### config.mk
export PLATFORM = sky130hd
export DESIGN_NAME = audio_dec_regs
export DESIGN_NICKNAME = d
export VERILOG_FILES = /design/src/hw/audio_dec_regs_pkg.sv /design/src/hw/audio_dec_regs.sv /design/src/hw/sticky_flag.sv /design/src/hw/aux_byte_fifo.sv
export SDC_FILE = /design/constraint.sdc
export NUM_CORES = 1
export LEC_CHECK = 0
export BUFFER_PORTS_ARGS = -buffer_cell sky130_fd_sc_hd__buf_4
export CAP_MARGIN = 40
export CELL_PAD_IN_SITES_DETAIL_PLACEMENT = 1
export CELL_PAD_IN_SITES_GLOBAL_PLACEMENT = 1
export CORE_UTILIZATION = 50
export DETAILED_ROUTE_END_ITERATION = 10
export GPL_ROUTABILITY_DRIVEN = 0
export HOLD_SLACK_MARGIN = 0.08
export PLACE_DENSITY_LB_ADDON = 0.1
export SYNTH_ARGS = -nofsm -noshare
export SYNTH_HDL_FRONTEND = slang
export SYNTH_SLANG_ARGS = --single-unit
### constraint.sdc
create_clock -name mclk_i -period 3.5 [get_ports mclk_i]
set_input_delay 0.35 -clock mclk_i [delete_from_list [all_inputs] [get_ports mclk_i]]
set_output_delay 0.35 -clock mclk_i [all_outputs]
set_load 0.02 [all_outputs]
### src/hw/audio_dec_regs_pkg.sv
// Purpose: constants for the audio decoder special-function register bank
// Assumes: 8-bit core bus, one clock, synchronous active-high reset
// Notes: shared by the register bank and its testbench

package audio_dec_regs_pkg;

  // register addresses
  localparam logic [7:0] ADDR_LEFT_VOLUME = 8'h9E;
  localparam logic [7:0] ADDR_CONTROL = 8'hAA;
  localparam logic [7:0] ADDR_STREAM_INPUT = 8'hAC;
  localparam logic [7:0] ADDR_AUX_BYTE = 8'hAD;
  localparam logic [7:0] ADDR_REQUEST_STATUS = 8'hAF;
  localparam logic [7:0] ADDR_STATUS = 8'hC8;

  // reset values
  localparam logic [7:0] CONTROL_RESET = 8'h3F;
  localparam logic [7:0] STATUS_RESET = 8'h01;
  localparam logic [7:0] REQUEST_STATUS_RESET = 8'h11;
  localparam logic [4:0] LEFT_VOLUME_RESET = 5'h00;

  // control fields
  localparam int CTL_DECODER_ON = 7;
  localparam int CTL_LOW_BOOST_ON = 6;
  localparam int CTL_PLAY_BAD_CHECKSUM = 5;
  localparam int CTL_MASK_HI = 4;
  localparam int CTL_MASK_LO = 0;

  // status fields
  localparam int STA_AUX_AVAIL = 7;
  localparam int STA_NEED_INPUT = 6;
  localparam int STA_BAD_LAYER = 5;
  localparam int STA_LOST_SYNC = 4;
  localparam int STA_BAD_CHECKSUM = 3;
  localparam int STA_RATE_HI = 2;
  localparam int STA_RATE_LO = 1;
  localparam int STA_VERSION_ONE = 0;

  // request status fields
  localparam int REQ_FRAME_WANTED = 4;
  localparam int REQ_BYTE_WANTED = 3;
  localparam int REQ_RESET_MARK = 0;
  localparam int VOLUME_BITS = 5;

  // sample-rate codes, read together with the version bit
  localparam logic [1:0] RATE_CODE_A = 2'h0; // 44.1 kHz (I), 22.05 kHz (II)
  localparam logic [1:0] RATE_CODE_B = 2'h1; // 48 kHz (I), 24 kHz (II)
  localparam logic [1:0] RATE_CODE_C = 2'h2; // 32 kHz (I), 16 kHz (II)
  localparam logic [1:0] RATE_CODE_RSVD = 2'h3;

  // initial fill and ancillary buffer
  localparam int FIRST_FILL_BYTES = 1024;
  localparam int AUX_DEPTH = 16;
  localparam int BYTE_BITS = 8;

  // interrupt source order, bit 4 down to 0
  localparam int IRQ_SOURCES = 5;

  typedef enum logic [2:0] {
    ST_OFF = 3'b001,
    ST_FILL = 3'b010,
    ST_RUN = 3'b100
  } fill_state_e;

endpackage : audio_dec_regs_pkg

### src/hw/audio_dec_regs.sv
// Purpose: special-function register bank of the hardwired audio decoder
// Assumes: core strobes sfr_rd_i/sfr_wr_i for one cycle; decoder on same clock
// Notes: read data appears one cycle after the read strobe
`timescale 1ns/100ps

module audio_dec_regs #(
  parameter int FILL_BYTES = audio_dec_regs_pkg::FIRST_FILL_BYTES,
  parameter int AUX_DEPTH = audio_dec_regs_pkg::AUX_DEPTH
) (
  // clock and reset
  input wire logic mclk_i,
  input wire logic reset_i,
  // special-function register port
  input wire logic [7:0] sfr_addr_i,
  input wire logic sfr_wr_i,
  input wire logic sfr_rd_i,
  input wire logic [7:0] sfr_wdata_i,
  output logic [7:0] sfr_rdata_o,
  // interrupt enables and request
  input wire logic decoder_irq_enable_i,
  input wire logic global_irq_enable_i,
  output logic decoder_irq_o,
  // decoder events and header
  input wire logic dec_need_data_i,
  input wire logic layer_err_i,
  input wire logic sync_err_i,
  input wire logic crc_err_i,
  input wire logic hdr_valid_i,
  input wire logic hdr_version_one_i,
  input wire logic [1:0] hdr_rate_sel_i,
  // ancillary data from decoder
  input wire logic aux_push_i,
  input wire logic [7:0] aux_push_data_i,
  output logic aux_room_o,
  // controls to decoder
  output logic decoder_on_o,
  output logic low_boost_on_o,
  output logic play_bad_checksum_o,
  output logic [4:0] left_volume_o,
  output logic frame_skip_o,
  output logic first_fill_o,
  // stream bytes to decoder
  output logic [7:0] stream_byte_o,
  output logic stream_valid_o
);

  localparam int CW = $clog2(FILL_BYTES);

  typedef audio_dec_regs_pkg::fill_state_e fill_state_e;

  logic [7:0] control;
  logic [4:0] left_volume;
  logic version_one;
  logic [1:0] rate_sel;
  logic frame_wanted;
  logic byte_wanted;
  logic reset_mark;
  logic request;
  logic request_q;
  logic [CW-1:0] fill_count;
  fill_state_e state;
  logic aux_avail;
  logic aux_empty;
  logic aux_full;
  logic [7:0] aux_head;
  logic [3:0] err_flags;
  logic [3:0] err_set;
  logic status_read;
  logic stream_wr;
  logic aux_read;
  logic [4:0] irq_src;
  logic [7:0] next_rdata;

  assign status_read = sfr_rd_i && (sfr_addr_i == audio_dec_regs_pkg::ADDR_STATUS);
  assign stream_wr = sfr_wr_i && (sfr_addr_i == audio_dec_regs_pkg::ADDR_STREAM_INPUT);
  assign aux_read = sfr_rd_i && (sfr_addr_i == audio_dec_regs_pkg::ADDR_AUX_BYTE);

  ////////////////////////////////////////////////////////////////////////////////
  // control and volume registers

  always_ff @(posedge mclk_i)
  begin
    if (reset_i)
    begin
      control <= audio_dec_regs_pkg::CONTROL_RESET;
    end
    else if (sfr_wr_i && (sfr_addr_i == audio_dec_regs_pkg::ADDR_CONTROL))
    begin
      control <= sfr_wdata_i;
    end
  end

  always_ff @(posedge mclk_i)
  begin
    if (reset_i)
    begin
      left_volume <= audio_dec_regs_pkg::LEFT_VOLUME_RESET;
    end
    else if (sfr_wr_i && (sfr_addr_i == audio_dec_regs_pkg::ADDR_LEFT_VOLUME))
    begin
      // upper bits are reserved and never stored
      left_volume <= sfr_wdata_i[audio_dec_regs_pkg::VOLUME_BITS-1:0];
    end
  end

  assign decoder_on_o = control[audio_dec_regs_pkg::CTL_DECODER_ON];
  assign low_boost_on_o = control[audio_dec_regs_pkg::CTL_LOW_BOOST_ON];
  assign play_bad_checksum_o = control[audio_dec_regs_pkg::CTL_PLAY_BAD_CHECKSUM];
  assign left_volume_o = left_volume;

  // bad-checksum frame is dropped only when playing it is not allowed
  always_ff @(posedge mclk_i)
  begin
    if (reset_i)
    begin
      frame_skip_o <= 1'b0;
    end
    else
    begin
      frame_skip_o <= crc_err_i && decoder_on_o && !play_bad_checksum_o;
    end
  end

  ////////////////////////////////////////////////////////////////////////////////
  // initial fill sequencing and request generation

  always_ff @(posedge mclk_i)
  begin
    if (reset_i)
    begin
      state <= audio_dec_regs_pkg::ST_OFF;
      fill_count <= '0;
    end
    else if (!decoder_on_o)
    begin
      state <= audio_dec_regs_pkg::ST_OFF;
      fill_count <= '0;
    end
    else
    begin
      unique case (state)
        audio_dec_regs_pkg::ST_OFF:
        begin
          state <= audio_dec_regs_pkg::ST_FILL;
          fill_count <= '0;
        end
        audio_dec_regs_pkg::ST_FILL:
        begin
          if (stream_wr)
          begin
            fill_count <= fill_count + 1'b1;
            if (fill_count == CW'(FILL_BYTES - 1))
            begin
              state <= audio_dec_regs_pkg::ST_RUN;
            end
          end
        end
        audio_dec_regs_pkg::ST_RUN:
        begin
          state <= audio_dec_regs_pkg::ST_RUN;
        end
        default:
        begin
          state <= audio_dec_regs_pkg::ST_OFF;
        end
      endcase
    end
  end

  // the whole initial fill is one request, whatever the decoder says
  assign request = (state == audio_dec_regs_pkg::ST_FILL)
                || ((state == audio_dec_regs_pkg::ST_RUN) && dec_need_data_i);

  always_ff @(posedge mclk_i)
  begin
    if (reset_i)
    begin
      request_q <= 1'b0;
      first_fill_o <= 1'b0;
    end
    else
    begin
      request_q <= request;
      first_fill_o <= (state == audio_dec_regs_pkg::ST_FILL);
    end
  end

  // frame_wanted holds its reset value until the decoder is first enabled
  always_ff @(posedge mclk_i)
  begin
    if (reset_i)
    begin
      frame_wanted <= 1'b1;
      reset_mark <= 1'b1;
    end
    else if (decoder_on_o)
    begin
      frame_wanted <= request;
      reset_mark <= 1'b0;
    end
  end

  // byte request drops for the cycle after each write and returns while requested
  always_ff @(posedge mclk_i)
  begin
    if (reset_i)
    begin
      byte_wanted <= 1'b0;
    end
    else
    begin
      byte_wanted <= request && !stream_wr;
    end
  end

  always_ff @(posedge mclk_i)
  begin
    if (reset_i)
    begin
      stream_byte_o <= 8'h00;
      stream_valid_o <= 1'b0;
    end
    else
    begin
      stream_valid_o <= stream_wr;
      if (stream_wr)
      begin
        stream_byte_o <= sfr_wdata_i;
      end
    end
  end

  ////////////////////////////////////////////////////////////////////////////////
  // status flags and frame information

  // order: need_input, bad_layer, lost_sync, bad_checksum
  assign err_set = {request && !request_q, layer_err_i, sync_err_i, crc_err_i};

  generate
    for (genvar i = 0; i < 4; i++)
    begin : g_flag
      sticky_flag #(
        .RESET_VAL(1'b0)
      ) u_flag (
        .mclk_i(mclk_i),
        .reset_i(reset_i),
        .set_i(err_set[i]),
        .clr_i(status_read),
        .flag_o(err_flags[i])
      );
    end
  endgenerate

  // header fields change only from the decoder; core writes never reach them
  always_ff @(posedge mclk_i)
  begin
    if (reset_i)
    begin
      version_one <= audio_dec_regs_pkg::STATUS_RESET[audio_dec_regs_pkg::STA_VERSION_ONE];
      rate_sel <= 2'h0;
    end
    else if (hdr_valid_i)
    begin
      version_one <= hdr_version_one_i;
      rate_sel <= hdr_rate_sel_i;
    end
  end

  aux_byte_fifo #(
    .WIDTH(audio_dec_regs_pkg::BYTE_BITS),
    .DEPTH(AUX_DEPTH)
  ) u_aux (
    .mclk_i(mclk_i),
    .reset_i(reset_i),
    .push_i(aux_push_i),
    .push_data_i(aux_push_data_i),
    .full_o(aux_full),
    .pop_i(aux_read),
    .head_o(aux_head),
    .empty_o(aux_empty)
  );

  assign aux_avail = !aux_empty;

  always_ff @(posedge mclk_i)
  begin
    if (reset_i)
    begin
      aux_room_o <= 1'b1;
    end
    else
    begin
      // conservative: no room shown while a push is in flight, so a decoder
      // pushing back to back is held to every other cycle
      aux_room_o <= !aux_full && !aux_push_i;
    end
  end

  ////////////////////////////////////////////////////////////////////////////////
  // interrupt and read mux

  assign irq_src = {aux_avail, err_flags} & ~control[4:0];

  always_ff @(posedge mclk_i)
  begin
    if (reset_i)
    begin
      decoder_irq_o <= 1'b0;
    end
    else
    begin
      decoder_irq_o <= (|irq_src) && decoder_irq_enable_i && global_irq_enable_i;
    end
  end

  always_comb
  begin
    next_rdata = 8'h00;
    unique case (sfr_addr_i)
      audio_dec_regs_pkg::ADDR_CONTROL: next_rdata = control;
      audio_dec_regs_pkg::ADDR_LEFT_VOLUME: next_rdata = {3'h0, left_volume};
      audio_dec_regs_pkg::ADDR_AUX_BYTE: next_rdata = aux_empty ? 8'h00 : aux_head;
      audio_dec_regs_pkg::ADDR_STATUS: next_rdata = {aux_avail, err_flags, rate_sel, version_one};
      audio_dec_regs_pkg::ADDR_REQUEST_STATUS:
        next_rdata = {3'h0, frame_wanted, byte_wanted, 2'h0, reset_mark};
      default: next_rdata = 8'h00;
    endcase
  end

  always_ff @(posedge mclk_i)
  begin
    if (reset_i)
    begin
      sfr_rdata_o <= 8'h00;
    end
    else if (sfr_rd_i)
    begin
      sfr_rdata_o <= next_rdata;
    end
  end
endmodule : audio_dec_regs

### src/hw/sticky_flag.sv
// Purpose: one hardware-set, read-cleared status flag
// Assumes: set and clear are single-cycle strobes on the same clock
// Notes: a set in the clearing cycle wins so no event is lost
`timescale 1ns/100ps

module sticky_flag #(
  parameter logic RESET_VAL = 1'b0
) (
  // clock and reset
  input wire logic mclk_i,
  input wire logic reset_i,
  // control
  input wire logic set_i,
  input wire logic clr_i,
  // state
  output logic flag_o
);

  always_ff @(posedge mclk_i)
  begin
    if (reset_i)
    begin
      flag_o <= RESET_VAL;
    end
    else if (set_i)
    begin
      flag_o <= 1'b1;
    end
    else if (clr_i)
    begin
      flag_o <= 1'b0;
    end
  end

endmodule : sticky_flag

### src/hw/aux_byte_fifo.sv
// Purpose: ancillary data byte buffer between decoder and core
// Assumes: push and pop are single-cycle strobes
// Notes: push while full is dropped; pop while empty is ignored
`timescale 1ns/100ps

module aux_byte_fifo #(
  parameter int WIDTH = 8,
  parameter int DEPTH = 16
) (
  // clock and reset
  input wire logic mclk_i,
  input wire logic reset_i,
  // fill side
  input wire logic push_i,
  input wire logic [WIDTH-1:0] push_data_i,
  output logic full_o,
  // drain side
  input wire logic pop_i,
  output logic [WIDTH-1:0] head_o,
  output logic empty_o
);

  localparam int AW = $clog2(DEPTH);

  logic [WIDTH-1:0] mem [DEPTH];
  logic [AW-1:0] wr_ptr;
  logic [AW-1:0] rd_ptr;
  logic [AW:0] count;
  logic do_push;
  logic do_pop;

  assign full_o = (count == (AW+1)'(DEPTH));
  assign empty_o = (count == '0);
  assign do_push = push_i && !full_o;
  assign do_pop = pop_i && !empty_o;
  assign head_o = mem[rd_ptr];

  always_ff @(posedge mclk_i)
  begin
    if (do_push)
    begin
      mem[wr_ptr] <= push_data_i;
    end
  end

  always_ff @(posedge mclk_i)
  begin
    if (reset_i)
    begin
      wr_ptr <= '0;
      rd_ptr <= '0;
      count <= '0;
    end
    else
    begin
      if (do_push)
      begin
        wr_ptr <= (wr_ptr == AW'(DEPTH - 1)) ? '0 : wr_ptr + 1'b1;
      end
      if (do_pop)
      begin
        rd_ptr <= (rd_ptr == AW'(DEPTH - 1)) ? '0 : rd_ptr + 1'b1;
      end
      count <= count + (AW+1)'(do_push) - (AW+1)'(do_pop);
    end
  end

endmodule : aux_byte_fifo

### Word-level counts from Yosys, hierarchy flattened

Memories as Yosys holds them, arrays and structs flattened. A register that Yosys moved wholly into a read port is not among the register bits.
Index checks and enable logic that the tools add are counted.

* flip-flop bits (word level): 71
* bits in writable memories: 128
* bits of input ports: 39
* output and inout bits: 29
* word-level logic and storage cells: 98
* memories: 1

* add/sub/neg operators: 5
* eq/ne operators: 15
* muxes and demuxes: 18
* bitwise operators: 3
* reductions and logical operators: 32

Memory list
* u_aux.mem: depth 16, width 8, rd ports 1, clocked after memory_dff 1, write ports 1, RTL line aux_byte_fifo.sv:25 `logic [WIDTH-1:0] mem [DEPTH];`

Operators with widths (count)
* == test 8 bit (second input constant): 6
* case mux 8 bit (5 select lines): 1
* case mux 10 bit (2 select lines): 1
* two-way mux 4 bit: 4
* logical AND 1 bit: 15
* adder 10 x 1 -> 10 bit (second input constant): 1
* == test 10 bit (second input constant): 1
* two-way mux 10 bit: 1
* nonzero test 2 bit: 5
* case mux 3 bit (3 select lines): 1
* adder 4 x 1 -> 4 bit (second input constant): 2
* == test 4 bit (second input constant): 2
* two-way mux 8 bit: 1
* two-way mux 1 bit: 7
* logical NOT 1 bit: 6
* two-way mux 3 bit: 2
* adder 5 x 1 -> 5 bit: 1
* AND 5 bit: 1
* == test 5 bit (second input constant): 1
* logical NOT 5 bit: 1
* NOT 5 bit: 1
* OR reduction 5 bit: 1
* subtractor 5 x 1 -> 5 bit: 1
* != test 2 bit (second input constant): 2
* other kinds (7): 8

### Longest topological paths before layout

Gate-level depths: netlist (run 1).

* depth in word-level cells: 6
* mapped depth: 16
* depth with buffers taken out: 15

### Modules after synthesis

Synthesis (run 1) repeated with hierarchy kept, for this count alone.

* cells, all modules: 592
* area, all modules: 8354.3 sq um

By module, submodules not included
* aux_byte_fifo: instances 1, cells each 311, area each 5713.0 sq um, seq. area each 4184.0 sq um
* audio_dec_regs: instances 1, cells each 265, area each 2486.1 sq um, seq. area each 1081.0 sq um
* sticky_flag: instances 4, cells each 4, area each 38.8 sq um, seq. area each 20.0 sq um

### Worst setup path after synthesis (run 1)

No wires, ideal clock.

* path kind: register to register
* from: register u_aux.count[3]
* to: register u_aux.count[4]
* setup time: 0.070 ns
* arrival time: 2.897 ns
* data required time: 3.430 ns
* setup slack: 0.533 ns
* stages on the path, launching flop included: 17
* path buffers: 1
* clock period less this slack: 2.967 ns
* cell sequence: dfxtp_1 inv_1 ha_1 nor4b_1 nor4_4 and2_1 buf_6 ha_1 inv_1 ha_1 inv_1 fa_1 inv_1 a21oi_1 nor2_1 or3_1 a21oi_1

* elaborated cells between the ends (all ways): 8
* classes of those cells: add/sub (2); eq/ne (1); reduce/logical (5)

RTL lines
* from (decl): RTL line aux_byte_fifo.sv:28 `logic [AW:0] count;`
* from (signal assigned): RTL line aux_byte_fifo.sv:64 `count <= count + (AW+1)'(do_push) - (AW+1)'(do_pop);`
* logical NOT 5 bit: RTL line aux_byte_fifo.sv:33 `assign empty_o = (count == '0);`
* logical NOT 1 bit: RTL line aux_byte_fifo.sv:35 `assign do_pop = pop_i && !empty_o;`
* logical AND 1 bit: RTL line aux_byte_fifo.sv:35
* via u_aux.do_pop: RTL line aux_byte_fifo.sv:30 `logic do_pop;`
* subtractor 5 x 1 -> 5 bit: RTL line aux_byte_fifo.sv:64

The timed path passes the listed nets, and every way through them passes these cells.
A chain may end at the register's enable or synchronous reset.

### Final worst setup path (run 1)

* from: register u_aux.count[2]
* to: register u_aux.count[4]

* cells in the longest elaborated chain, start to end: 5
* elaborated cells between the ends (all ways): 8
* classes of those cells: add/sub (2); eq/ne (1); reduce/logical (5)

Ends and longest elaborated chain
* == test 5 bit: RTL line aux_byte_fifo.sv:32 `assign full_o = (count == (AW+1)'(DEPTH));`
* logical NOT 1 bit: RTL line aux_byte_fifo.sv:34 `assign do_push = push_i && !full_o;`
* logical AND 1 bit: RTL line aux_byte_fifo.sv:34
* adder 5 x 1 -> 5 bit: RTL line aux_byte_fifo.sv:64
* subtractor 5 x 1 -> 5 bit *: RTL line aux_byte_fifo.sv:64

Mark *: on every way between the ends. The rest lies on a longest branch, timed or not.

==> qor.yml, run 1 <==
run_status: "finished clean"
nFillCells: 1571
grt_first_pass_wirelength_mm: 31.04
tns_ns: 0
cpMaxStageDelayCell: "fa_1"
worst_clock_skew_ns: 0.01680
hpwl_mm: 13.48
setup.worst_path.end_class: "flip-flop"
synth-compound-area-share_pct: 6.338
final-max-slew-violation-count: 0
boundaryPins: 68
tritoncts: "done"
cp_cell_sequence: "inv_1, ha_1, nor4b_1, buf_4, nor4_4, and2_1, ha_1, inv_1, ha_1, inv_1, fa_1, inv_1, a21oi_1, nor2_1, or3_1, a21oi_1"
achievable-frequency_mhz: 309.3
cts_hold_buf: 5
worst_hold_path_type: "in2reg"
area_share_of_the_leading_cell_type_in_the_synthesized_netlist_pct: 45.71
area_leader_netlist: "edfxtp_1"
clk_path_buf_depth: 3
crit_top_cell: "inv_1"
dp_slack_ns: 0.2488
gr-usage-met1_pct: 29.81
placement.cell_area_sq_mm: 0.009178
worst_path_largest_cell_delay_ns: 0.42
remaining_drc_errors: 0
cts_num_sinks: 203
grt_start_max_net_pins: 63
design.die.area_sq_mm: 0.01734
first_pass_iters: 4
design_area_sq_mm: 0.01012
crit_path_start_kind: "flip-flop"
antenna_violations_before_repair: 0
timing.critical_path.fanout_max: 6
worstHoldStart: "global_irq_enable_i"
cts.clk_slew.worst_paths_ns: 0.06
number_of_buffers_inserted_during_clock_tree_synthesis: 23
grt_busiest_layer: "met2"
mappedNetlistNets: 638
worst_slew_margin_rel_pct: 36.30
antennaDiodeCount: 0
rr_startpoint: "u_aux.count[2]"
timing_worst_setup_path_type: "reg2reg"
buffer_ports.inserted: 67
numPlacedInstances: 861
yosys_warnings: 0
slew_worst_pin_ns: 0.9520
synth_xor_xnor_area_share_pct: 1.666
nets: 726
timing.critical_path.from: "u_aux.count[2]"
core_ar_sq_mm: 0.01652
initial_utilization_pct: 50.89
post_cts.resized_instances: 0
post-cts-setup-buffer-count: 0
leakage_power_total_nw: 3.486
globalRouteOverflowTotal: 0
reg2reg_setup_slack_ns: 0.27
cts-htree-levels: 1
ys_seq_elements: 203
cp_data_arrival_time_ns: 3.58
drt-total-wl_mm: 19.73
insertion_delay_ns: 0.51
synthCells: 586
layout_worst_path_cycle_share_pct: 92.38
post_synth_fa_ha_maj_area_fraction_pct: 2.024
largest_family_of_logic_cells_by_synthesized_area: "multiplexers"
synth.lib_cells_used.distinct: 58
syn_area_per_cell_sq_um: 14.35
clock-root-buffer: "clkbuf_16"
ff2ff_path_depth: 16
max_cap_viols: 0
die_h_microns: 131.7
worst_slack_setup_final_ns: 0.2665
syn-cell-area_sq_mm: 0.008409
die_width_microns: 131.7
muxShareOfSynthArea_pct: 12.74
met3_usage_pct: 4.051
layout-drive-gt1-share_pct: 25.62
vias_in_the_first_global_route: 5523
r2r_end: "u_aux.count[4]"
worstPathRequired_ns: 3.85
synthSimpleGateAreaFrac_pct: 11.26
post_synthesis_sequential_area_ratio_pct: 63.56
grt_util_met2_pct: 41.36
finalWorstPathRequiredPeriod_ns: 3.233
post_layout_nonfiller_instances: 911
avgViaCountPerCell: 5.694
vdd_ir_drop_max_uv: 452.2
layout_stage_area_growth_over_the_synthesis_result_pct: 20.31
whs_endpoint: "decoder_irq_o"
cells_taking_the_most_area_after_synthesis: "edfxtp_1 (46%), dfxtp_1 (18%), mux4_2 (8.6%)"
rsz0062_at_grt: "false"
hold_viol: 0
num_rows: 47
vias: 5187
finalSetupViolations: 0
total_power_mw: 5.758
drt-initial-drc-count: 294
worstHoldPathCells: 3
grt.total_usage_pct: 23.52
p_per_area_mw_per_mm2: 569.1
wl_per_cell_microns: 21.66
drtAntennaViolNets: 0
==> metrics by stage <==
step | hold WS [ns] | utilization, %
after floorplan | 0.4002 | -
after global placement | 0.4133 | 55.27
after detailed placement | 0.4184 | 55.54
after CTS | 0.08454 | 61.09
after global routing | 0.08175 | 61.23
final | 0.09172 | 61.23
==> worst max-delay path: cells and delay by family (launching register included) <==
family,cells,cell delay (ns)
adders and majority gates,4,1.10
and+or+nand+nor,5,1.08
buffers and inverters,5,0.43
DFF,1,0.34
AOI/OAI and AO/OA,2,0.11
==> worst max-delay path by stage <==
stage,end,slack (ns),depth (start not counted)
finish,u_aux.count[4],0.27,16
global route,u_aux.count[4],0.02,16
CTS,u_aux.count[4],0.24,16
detailed placement,u_aux.count[4],0.25,16
global placement,u_aux.count[4],0.42,16
floorplan,u_aux.count[4],0.53,16
==> final cells by class <==
cell class | count | area, sq um | share of cell area [%]
clock buffers | 32 | 669.4 | 6.616
clock inverters | 10 | 197.7 | 1.954
inverters | 19 | 71.32 | 0.7049
multi-input cells | 337 | 2861 | 28.28
flip-flops and latches | 203 | 5346 | 52.84
well taps | 220 | 275.3 | 2.721
repair buffers | 90 | 695.7 | 6.876
==> cell usage after synthesis, drive strengths merged <==
| master | instances |
|---|---|
| o21ai | 5 |
| o311ai | 1 |
| nor3 | 9 |
| or3 | 1 |
| fa | 1 |
| dfxtp | 75 |
| a22o | 5 |
| mux2i | 35 |
| nor3b | 3 |
| a211oi | 3 |
| nor4b | 5 |
| nand4 | 4 |
| a221oi | 8 |
| a222oi | 6 |
| nand3 | 15 |
| and4 | 2 |
| a41oi | 2 |
| nand3b | 8 |
| o22a | 7 |
| xnor2 | 11 |
| inv | 19 |
| and2 | 4 |
| buf | 12 |
| nor2b | 5 |
| a21o | 2 |
| o22ai | 2 |
| nand2 | 36 |
| or2 | 1 |
| nor2 | 64 |
| nand2b | 11 |
| and4bb | 1 |
| ha | 12 |
| and4b | 2 |
| nor4 | 6 |
| edfxtp | 128 |
| xor2 | 5 |
| o21bai | 1 |
| mux4 | 32 |
| o31ai | 2 |
| nand4b | 1 |
| clkbuf | 15 |
| a21oi | 15 |
| a31oi | 3 |
| a211o | 1 |
==> state kept, by name, indices dropped and copies added (netlist names), 3 cells and up, named ones only <==
name / flops
control: 8
fill_count: 10
g_flag.u_flag.flag_o: 4
left_volume_o: 5
sfr_rdata_o: 8
state: 3
stream_byte_o: 8
u_aux.count: 5
u_aux.mem: 128
u_aux.rd_ptr: 4
u_aux.wr_ptr: 4
==> placed cells by master (no fill, tap or decap), types with 3 or more instances in the layout <==
| master | synthesis | routed |
|---|---|---|
| nand2b_1 | 10 | 10 |
| nand3b_1 | 8 | 8 |
| xnor2_1 | 11 | 11 |
| dfxtp_1 | 75 | 74 |
| clkinvlp_4 | 0 | 3 |
| edfxtp_1 | 128 | 128 |
| nand2_1 | 35 | 35 |
| mux4_2 | 32 | 32 |
| inv_1 | 19 | 19 |
| nor3_1 | 9 | 9 |
| o21ai_0 | 5 | 5 |
| clkbuf_1 | 15 | 3 |
| nand4_1 | 4 | 4 |
| mux2i_1 | 35 | 35 |
| clkbuf_16 | 0 | 23 |
| ha_1 | 12 | 12 |
| buf_4 | 2 | 84 |
| nor2_1 | 62 | 62 |
| nor4_1 | 4 | 4 |
| xor2_1 | 5 | 5 |
| nand3_1 | 15 | 15 |
| a221oi_2 | 7 | 7 |
| a211oi_1 | 3 | 3 |
| a222oi_1 | 6 | 6 |
| o22a_1 | 7 | 7 |
| clkbuf_8 | 0 | 6 |
| nor2b_1 | 5 | 5 |
| a21oi_1 | 15 | 15 |
| dlygate4sd3_1 | 0 | 5 |
| a22o_1 | 5 | 5 |
| bufinv_16 | 0 | 5 |
| nor4b_1 | 4 | 4 |
==> where the power goes <==
group	internal, mW	switching, mW	total, mW
Clock	1.71	0.962	2.68
Sequential	2.62	0.0376	2.65
Combinational	0.187	0.242	0.429
==> routing by layer <==
layer	vias to the layer above	part of all wire, %
met2	146	50
met5	-	0
met1	2613	43
li1	2393	-
met3	35	4.1
met4	0	2.3
==> cell families after synthesis <==
kind of cell / after synthesis
AO/OA/AOI/OAI: 63
AND/OR/NAND/NOR: 178
adder cells (fa/ha/maj): 13
XOR/XNOR: 16
multiplexers: 67
buffers and inverters: 46
flip-flops: 203
Note: power is estimated with default switching activity, not from simulation.
==> run 2, diff against run 1 <==
Settings changed: CAP_MARGIN 40 to unset, CELL_PAD_IN_SITES_GLOBAL_PLACEMENT 1 to 2, CORE_UTILIZATION 50 to 43.
==> qor.yml, run 2 (same netlist as run 1, synthesis figures left out) <==
run_status: "finished clean"  # unchanged
wl_per_cell_microns: 21.12  # was 21.66 microns
timing_worst_setup_path_type: "reg2reg"  # unchanged
drt-met1-wl_mm: 8.578  # was 8.537 mm
numPlacedInstances: 899  # was 861
timing.critical_path.fanout_max: 3  # was 6
route.met2.wl_mm: 10.04  # was 9.928 mm
leakage_power_total_nw: 3.399  # was 3.486 nW
number_of_buffers_inserted_during_clock_tree_synthesis: 23  # unchanged
avgViaCountPerCell: 5.453  # was 5.694
tns_ns: 0  # unchanged
vdd_ir_drop_max_uv: 407.6  # was 452.2 uV
globalRouteOverflowTotal: 0  # unchanged
cts-htree-levels: 1  # unchanged
worst_hold_path_type: "in2reg"  # unchanged
num_rows: 50  # was 47
nets: 722  # was 726
drt-total-wl_mm: 20.00  # was 19.73 mm
slew_worst_pin_ns: 1.051  # was 0.9520 ns
clk_path_buf_depth: 3  # unchanged
mostFrequentLayoutCell: "edfxtp_1"  # unchanged
grt_first_pass_wirelength_mm: 31.11  # was 31.04 mm
mostFrequentLayoutCells: "edfxtp_1 (128), buf_4 (80), dfxtp_1 (74), nor2_1 (62)"  # was edfxtp_1 (128), buf_4 (84), dfxtp_1 (74), nor2_1 (62)
post_layout_nonfiller_instances: 947  # was 911
drt-initial-drc-count: 276  # was 294
cp_data_arrival_time_ns: 3.43  # was 3.58 ns
antenna_violations_before_repair: 0  # unchanged
design.die.area_sq_mm: 0.02012  # was 0.01734 sq mm
layout_worst_path_cycle_share_pct: 85.51  # was 92.38%
drtAntennaViolNets: 0  # unchanged
boundaryPins: 68  # unchanged
worstPathRequired_ns: 3.93  # was 3.85 ns
die_width_microns: 141.8  # was 131.7 microns
grt.total_usage_pct: 20.63  # was 23.52%
vias: 5164  # was 5187
buffer_ports.inserted: 67  # unchanged
p_per_area_mw_per_mm2: 537.0  # was 569.1 mW/mm^2
worstHoldPathCells: 3  # unchanged
core_ar_sq_mm: 0.01896  # was 0.01652 sq mm
max_cap_viols: 0  # unchanged
regMostFlops: "u_aux.mem"  # unchanged
highest_layer: "met4"  # unchanged
layout_stage_area_growth_over_the_synthesis_result_pct: 18.82  # was 20.31%
post_cts.resized_instances: 0  # unchanged
antennaDiodeCount: 0  # unchanged
ff2ff_path_depth: 16  # unchanged
vias_in_the_first_global_route: 5491  # was 5523
hpwl_mm: 13.90  # was 13.48 mm
first_pass_iters: 7  # was 4
cts.clk_slew.worst_paths_ns: 0.06  # about the same
worst_slew_margin_rel_pct: 29.67  # was 36.30%
setup.worst_path.end_class: "flip-flop"  # unchanged
hold_viol: 0  # unchanged
insertion_delay_ns: 0.53  # was 0.51 ns
finalWorstPathRequiredPeriod_ns: 2.993  # was 3.233 ns
wl_met3_microns: 926  # was 808 microns
final-max-slew-violation-count: 0  # unchanged
clock-root-buffer: "clkbuf_16"  # unchanged
finalSetupViolations: 0  # unchanged
crit_path_start_kind: "flip-flop"  # unchanged
rsz0062_at_grt: "false"  # unchanged
grt_start_max_net_pins: 63  # unchanged
largest_register_ffs: 128  # unchanged
worst_clock_skew_ns: 0.02095  # was 0.01680 ns
die_h_microns: 141.8  # was 131.7 microns
remaining_drc_errors: 0  # unchanged
tritoncts: "done"  # unchanged
achievable-frequency_mhz: 334.1  # was 309.3 MHz
layout-drive-gt1-share_pct: 24.45  # was 25.62%
cts_num_sinks: 203  # unchanged
total_power_mw: 5.366  # was 5.758 mW
largestRegisters: "u_aux.mem x128, fill_count x10"  # unchanged
nFillCells: 1861  # was 1571
initial_utilization_pct: 44.36  # was 50.89%
[run 2: changes by cell type in the layout (fill, tap and decap cells not counted)]
cell           change
bufinv_16          -5
inv_8              +1
dlygate4sd3_1      +1
clkbuf_8           -2
buf_4              -4
clkinvlp_4         -1
clkinv_2           +2
clkinv_1           +4
buf_8              -1
inv_6              +1
[run 2: power breakdown]
group	total, mW	leakage (nW)	switching [mW]	internal (mW)
clock network	2.27	0.354	0.961	1.31
logic	0.443	1.28	0.254	0.189
registers	2.65	1.76	0.0395	2.62
total	5.37	3.40	1.25	4.11
[run 2: area by class of cell]
type / count / area (sq um) / area share, %
flip-flops and latches: 203 / 5346 / 53.51
multi-input cells: 337 / 2861 / 28.64
repair buffers: 86 / 660.6 / 6.612
clock buffers: 30 / 641.9 / 6.424
well taps: 260 / 325.3 / 3.256
clock inverters: 12 / 85.08 / 0.8515
inverters: 19 / 71.32 / 0.7137
[run 2: repair_timing]
action	in CTS	in global routing
setup buffers	0	0
hold endpoints to repair	5	0
hold buffers	6	0
[run 2: path summary, 6_finish.rpt]
kind / startpoint / end / slack (ns)
worst max-delay path: u_aux.count[2] / u_aux.count[4] / 0.51
worst min-delay path: decoder_irq_enable_i / decoder_irq_o / 0.09
worst min register to register: request_q / g_flag[3].u_flag.flag_o / 0.44
worst max register to register: u_aux.count[2] / u_aux.count[4] / 0.51
[run 2: worst max-delay path, cell delays in order (launching register included)]
cell	delay, ns
dfxtp_1	0.32
inv_1	0.09
ha_1	0.22
nor4b_1	0.32
buf_4	0.21
nor4_4	0.05
and2_1	0.18
ha_1	0.28
inv_1	0.04
ha_1	0.20
inv_1	0.08
fa_1	0.21
inv_1	0.05
a21oi_1	0.12
nor2_1	0.07
or3_1	0.34
a21oi_1	0.14
[run 2: stage by stage]
stage	instance area (sq um)	worst slack, ns	hold WS, ns	util [%]
3_3_place_gp	9205	0.5579	0.4153	48.56
6_report	9992	0.5070	0.09295	52.71
3_5_place_dp	9205	0.4850	0.4406	48.56
2_1_floorplan	8409	0.5333	0.4002	-
5_1_grt	9992	0.2121	0.1046	52.71
4_1_cts	9992	0.4590	0.08467	52.71
[run 2: metal layers]
| metal | GRT usage [%] | vias up |
|---|---|---|
| met4 | 5.490 | 0 |
| met3 | 3.409 | 38 |
| met5 | 0 | - |
| met1 | 26.11 | 2612 |
| li1 | - | 2387 |
| met2 | 36.63 | 127 |
==> run 3, diff against run 2 <==
Settings changed: MAX_ROUTING_LAYER set to met4.
==> qor.yml, run 3 (same netlist as run 1, synthesis figures left out) <==
post_layout_nonfiller_instances: 947  # unchanged
drtAntennaViolNets: 0  # unchanged
tritoncts: "done"  # unchanged
regMostFlops: "u_aux.mem"  # unchanged
rr_startpoint: "u_aux.count[3]"  # was u_aux.count[2]
largest_register_ffs: 128  # unchanged
layout_worst_path_cycle_share_pct: 85.95  # was 85.51%
setup.worst_path.end_class: "flip-flop"  # unchanged
drt-initial-drc-count: 308  # was 276
total_power_mw: 5.372  # was 5.366 mW
nFillCells: 1861  # unchanged
vdd_ir_drop_max_uv: 406.9  # was 407.6 uV
timing_worst_setup_path_type: "reg2reg"  # unchanged
cp_data_arrival_time_ns: 3.44  # was 3.43 ns
num_rows: 50  # unchanged
rsz0062_at_grt: "false"  # unchanged
worst_hold_path_type: "in2reg"  # unchanged
boundaryPins: 68  # unchanged
insertion_delay_ns: 0.53  # about the same
p_per_area_mw_per_mm2: 537.6  # was 537.0 mW/mm^2
vias: 5175  # was 5164
placement.cell_area_sq_mm: 0.009205  # unchanged
worst_slew_margin_rel_pct: 31.81  # was 29.67%
cts.clk_slew.worst_paths_ns: 0.06  # about the same
grt_start_max_net_pins: 63  # unchanged
cts_num_sinks: 203  # unchanged
avgViaCountPerCell: 5.465  # was 5.453
cts-htree-levels: 1  # unchanged
tns_ns: 0  # unchanged
number_of_buffers_inserted_during_clock_tree_synthesis: 23  # unchanged
clock-root-buffer: "clkbuf_16"  # unchanged
antenna_violations_before_repair: 0  # unchanged
layout_stage_area_growth_over_the_synthesis_result_pct: 18.82  # unchanged
finalSetupViolations: 0  # unchanged
design.die.area_sq_mm: 0.02012  # unchanged
cpLargestDelayFamily: "simple AND/OR/NAND/NOR gates"  # unchanged
reg2reg_setup_slack_ns: 0.49  # was 0.51 ns
max_cap_viols: 0  # unchanged
clk_path_buf_depth: 3  # unchanged
r2r_end: "u_aux.count[4]"  # unchanged
crit_top_cell: "inv_1"  # unchanged
final-max-slew-violation-count: 0  # unchanged
post-cts-setup-buffer-count: 0  # unchanged
wl_per_cell_microns: 21.12  # about the same
antennaDiodeCount: 0  # unchanged
die_h_microns: 141.8  # unchanged
mostFrequentLayoutCell: "edfxtp_1"  # unchanged
remaining_drc_errors: 0  # unchanged
design_area_sq_mm: 0.009992  # unchanged
largestRegisters: "u_aux.mem x128, fill_count x10"  # unchanged
globalRouteOverflowTotal: 0  # unchanged
slew_worst_pin_ns: 1.019  # was 1.051 ns
achievable-frequency_mhz: 332.4  # was 334.1 MHz
worst_clock_skew_ns: 0.02306  # was 0.02095 ns
cp_cell_sequence: "inv_1, ha_1, nor4b_1, buf_4, nor4_4, and2_1, ha_1, inv_1, ha_1, inv_1, fa_1, inv_1, a21oi_1, nor2_1, or3_1, a21oi_1"  # unchanged
worstHoldPathCells: 3  # unchanged
grt.total_usage_pct: 21.27  # was 20.63%
worstHoldStart: "decoder_irq_enable_i"  # unchanged
worst_path_largest_cell_delay_ns: 0.34  # about the same
nets: 722  # unchanged
timing.critical_path.fanout_max: 3  # unchanged
numPlacedInstances: 899  # unchanged
finalWorstPathRequiredPeriod_ns: 3.008  # was 2.993 ns
path_buf_inv: 5  # unchanged
leakage_power_total_nw: 3.399  # unchanged
run_status: "finished clean"  # unchanged
post_cts.resized_instances: 0  # unchanged
hold_viol: 0  # unchanged
first_pass_iters: 7  # unchanged
layout-drive-gt1-share_pct: 24.45  # unchanged
timing.critical_path.from: "u_aux.count[3]"  # was u_aux.count[2]
ff2ff_path_depth: 16  # unchanged
drt-total-wl_mm: 20.00  # about the same
grt_first_pass_wirelength_mm: 31.10  # was 31.11 mm
vias_in_the_first_global_route: 5480  # was 5491
die_width_microns: 141.8  # unchanged
cpMaxStageDelayCell: "or3_1"  # unchanged
hpwl_mm: 13.90  # unchanged
buffer_ports.inserted: 67  # unchanged
worstPathRequired_ns: 3.93  # about the same
initial_utilization_pct: 44.36  # unchanged
whs_endpoint: "decoder_irq_o"  # unchanged
mostFrequentLayoutCells: "edfxtp_1 (128), buf_4 (80), dfxtp_1 (74), nor2_1 (62)"  # unchanged
timing.hold.ws_ns: 0.09932  # was 0.09295 ns
crit_path_start_kind: "flip-flop"  # unchanged
core_ar_sq_mm: 0.01896  # unchanged
## run 3: how the worst max path moves through the flow
| stage | cells past startpoint | slack, ns | to |
|---|---|---|---|
| 5_1_grt | 16 | 0.21 | u_aux.count[4] |
| 4_1_cts | 16 | 0.46 | u_aux.count[4] |
| 2_1_floorplan | 16 | 0.53 | u_aux.count[4] |
| 3_3_place_gp | 16 | 0.56 | u_aux.count[4] |
| 6_report | 16 | 0.49 | u_aux.count[4] |
| 3_5_place_dp | 16 | 0.48 | u_aux.count[4] |
## run 3: final cells by class
type,instances,area (sq um),share of cell area [%]
Sequential cell,203,5346,53.51
Multi-Input combinational cell,337,2861,28.64
Timing Repair Buffer,86,660.6,6.612
Clock buffer,30,641.9,6.424
Tap cell,260,325.3,3.256
Clock inverter,12,85.08,0.8515
Inverter,19,71.32,0.7137
## run 3: per-layer routing
layer / track usage [%] / vias to the layer above / wire length [microns]
met5: - / - / 0
met4: 5.490 / 0 / 429
met3: 3.476 / 40 / 883
met2: 36.56 / 122 / 9943
met1: 26.13 / 2622 / 8740
li1: - / 2391 / -
## run 3: stage by stage
step,setup WS (ns),utilization [%]
final,0.4916,52.71
after global routing,0.2121,52.71
after CTS,0.4590,52.71
after detailed placement,0.4850,48.56
after global placement,0.5579,48.56
after floorplan,0.5333,-
## run 3: worst register-to-register path: stages (launching register included)
cell     delay (ns)
dfxtp_1        0.33
inv_1          0.09
ha_1           0.21
nor4b_1        0.33
buf_4          0.22
nor4_4         0.05
and2_1         0.17
ha_1           0.28
inv_1          0.04
ha_1           0.20
inv_1          0.08
fa_1           0.21
inv_1          0.05
a21oi_1        0.12
nor2_1         0.07
or3_1          0.35
a21oi_1        0.14
## run 3: report_power, final
part           switching (mW)  leakage, nW  total (mW)  internal [mW]
registers              0.0395         1.76        2.65           2.62
logic                   0.254         1.28       0.443          0.189
clock network           0.966        0.354        2.27           1.31
total                    1.26         3.40        5.37           4.11
## run 3: what timing repair did
| action | in CTS | in global routing |
|---|---|---|
| endpoints found under the setup margin | 0 | 0 |
| hold buffers | 6 | 0 |
| hold endpoints to repair | 5 | 0 |
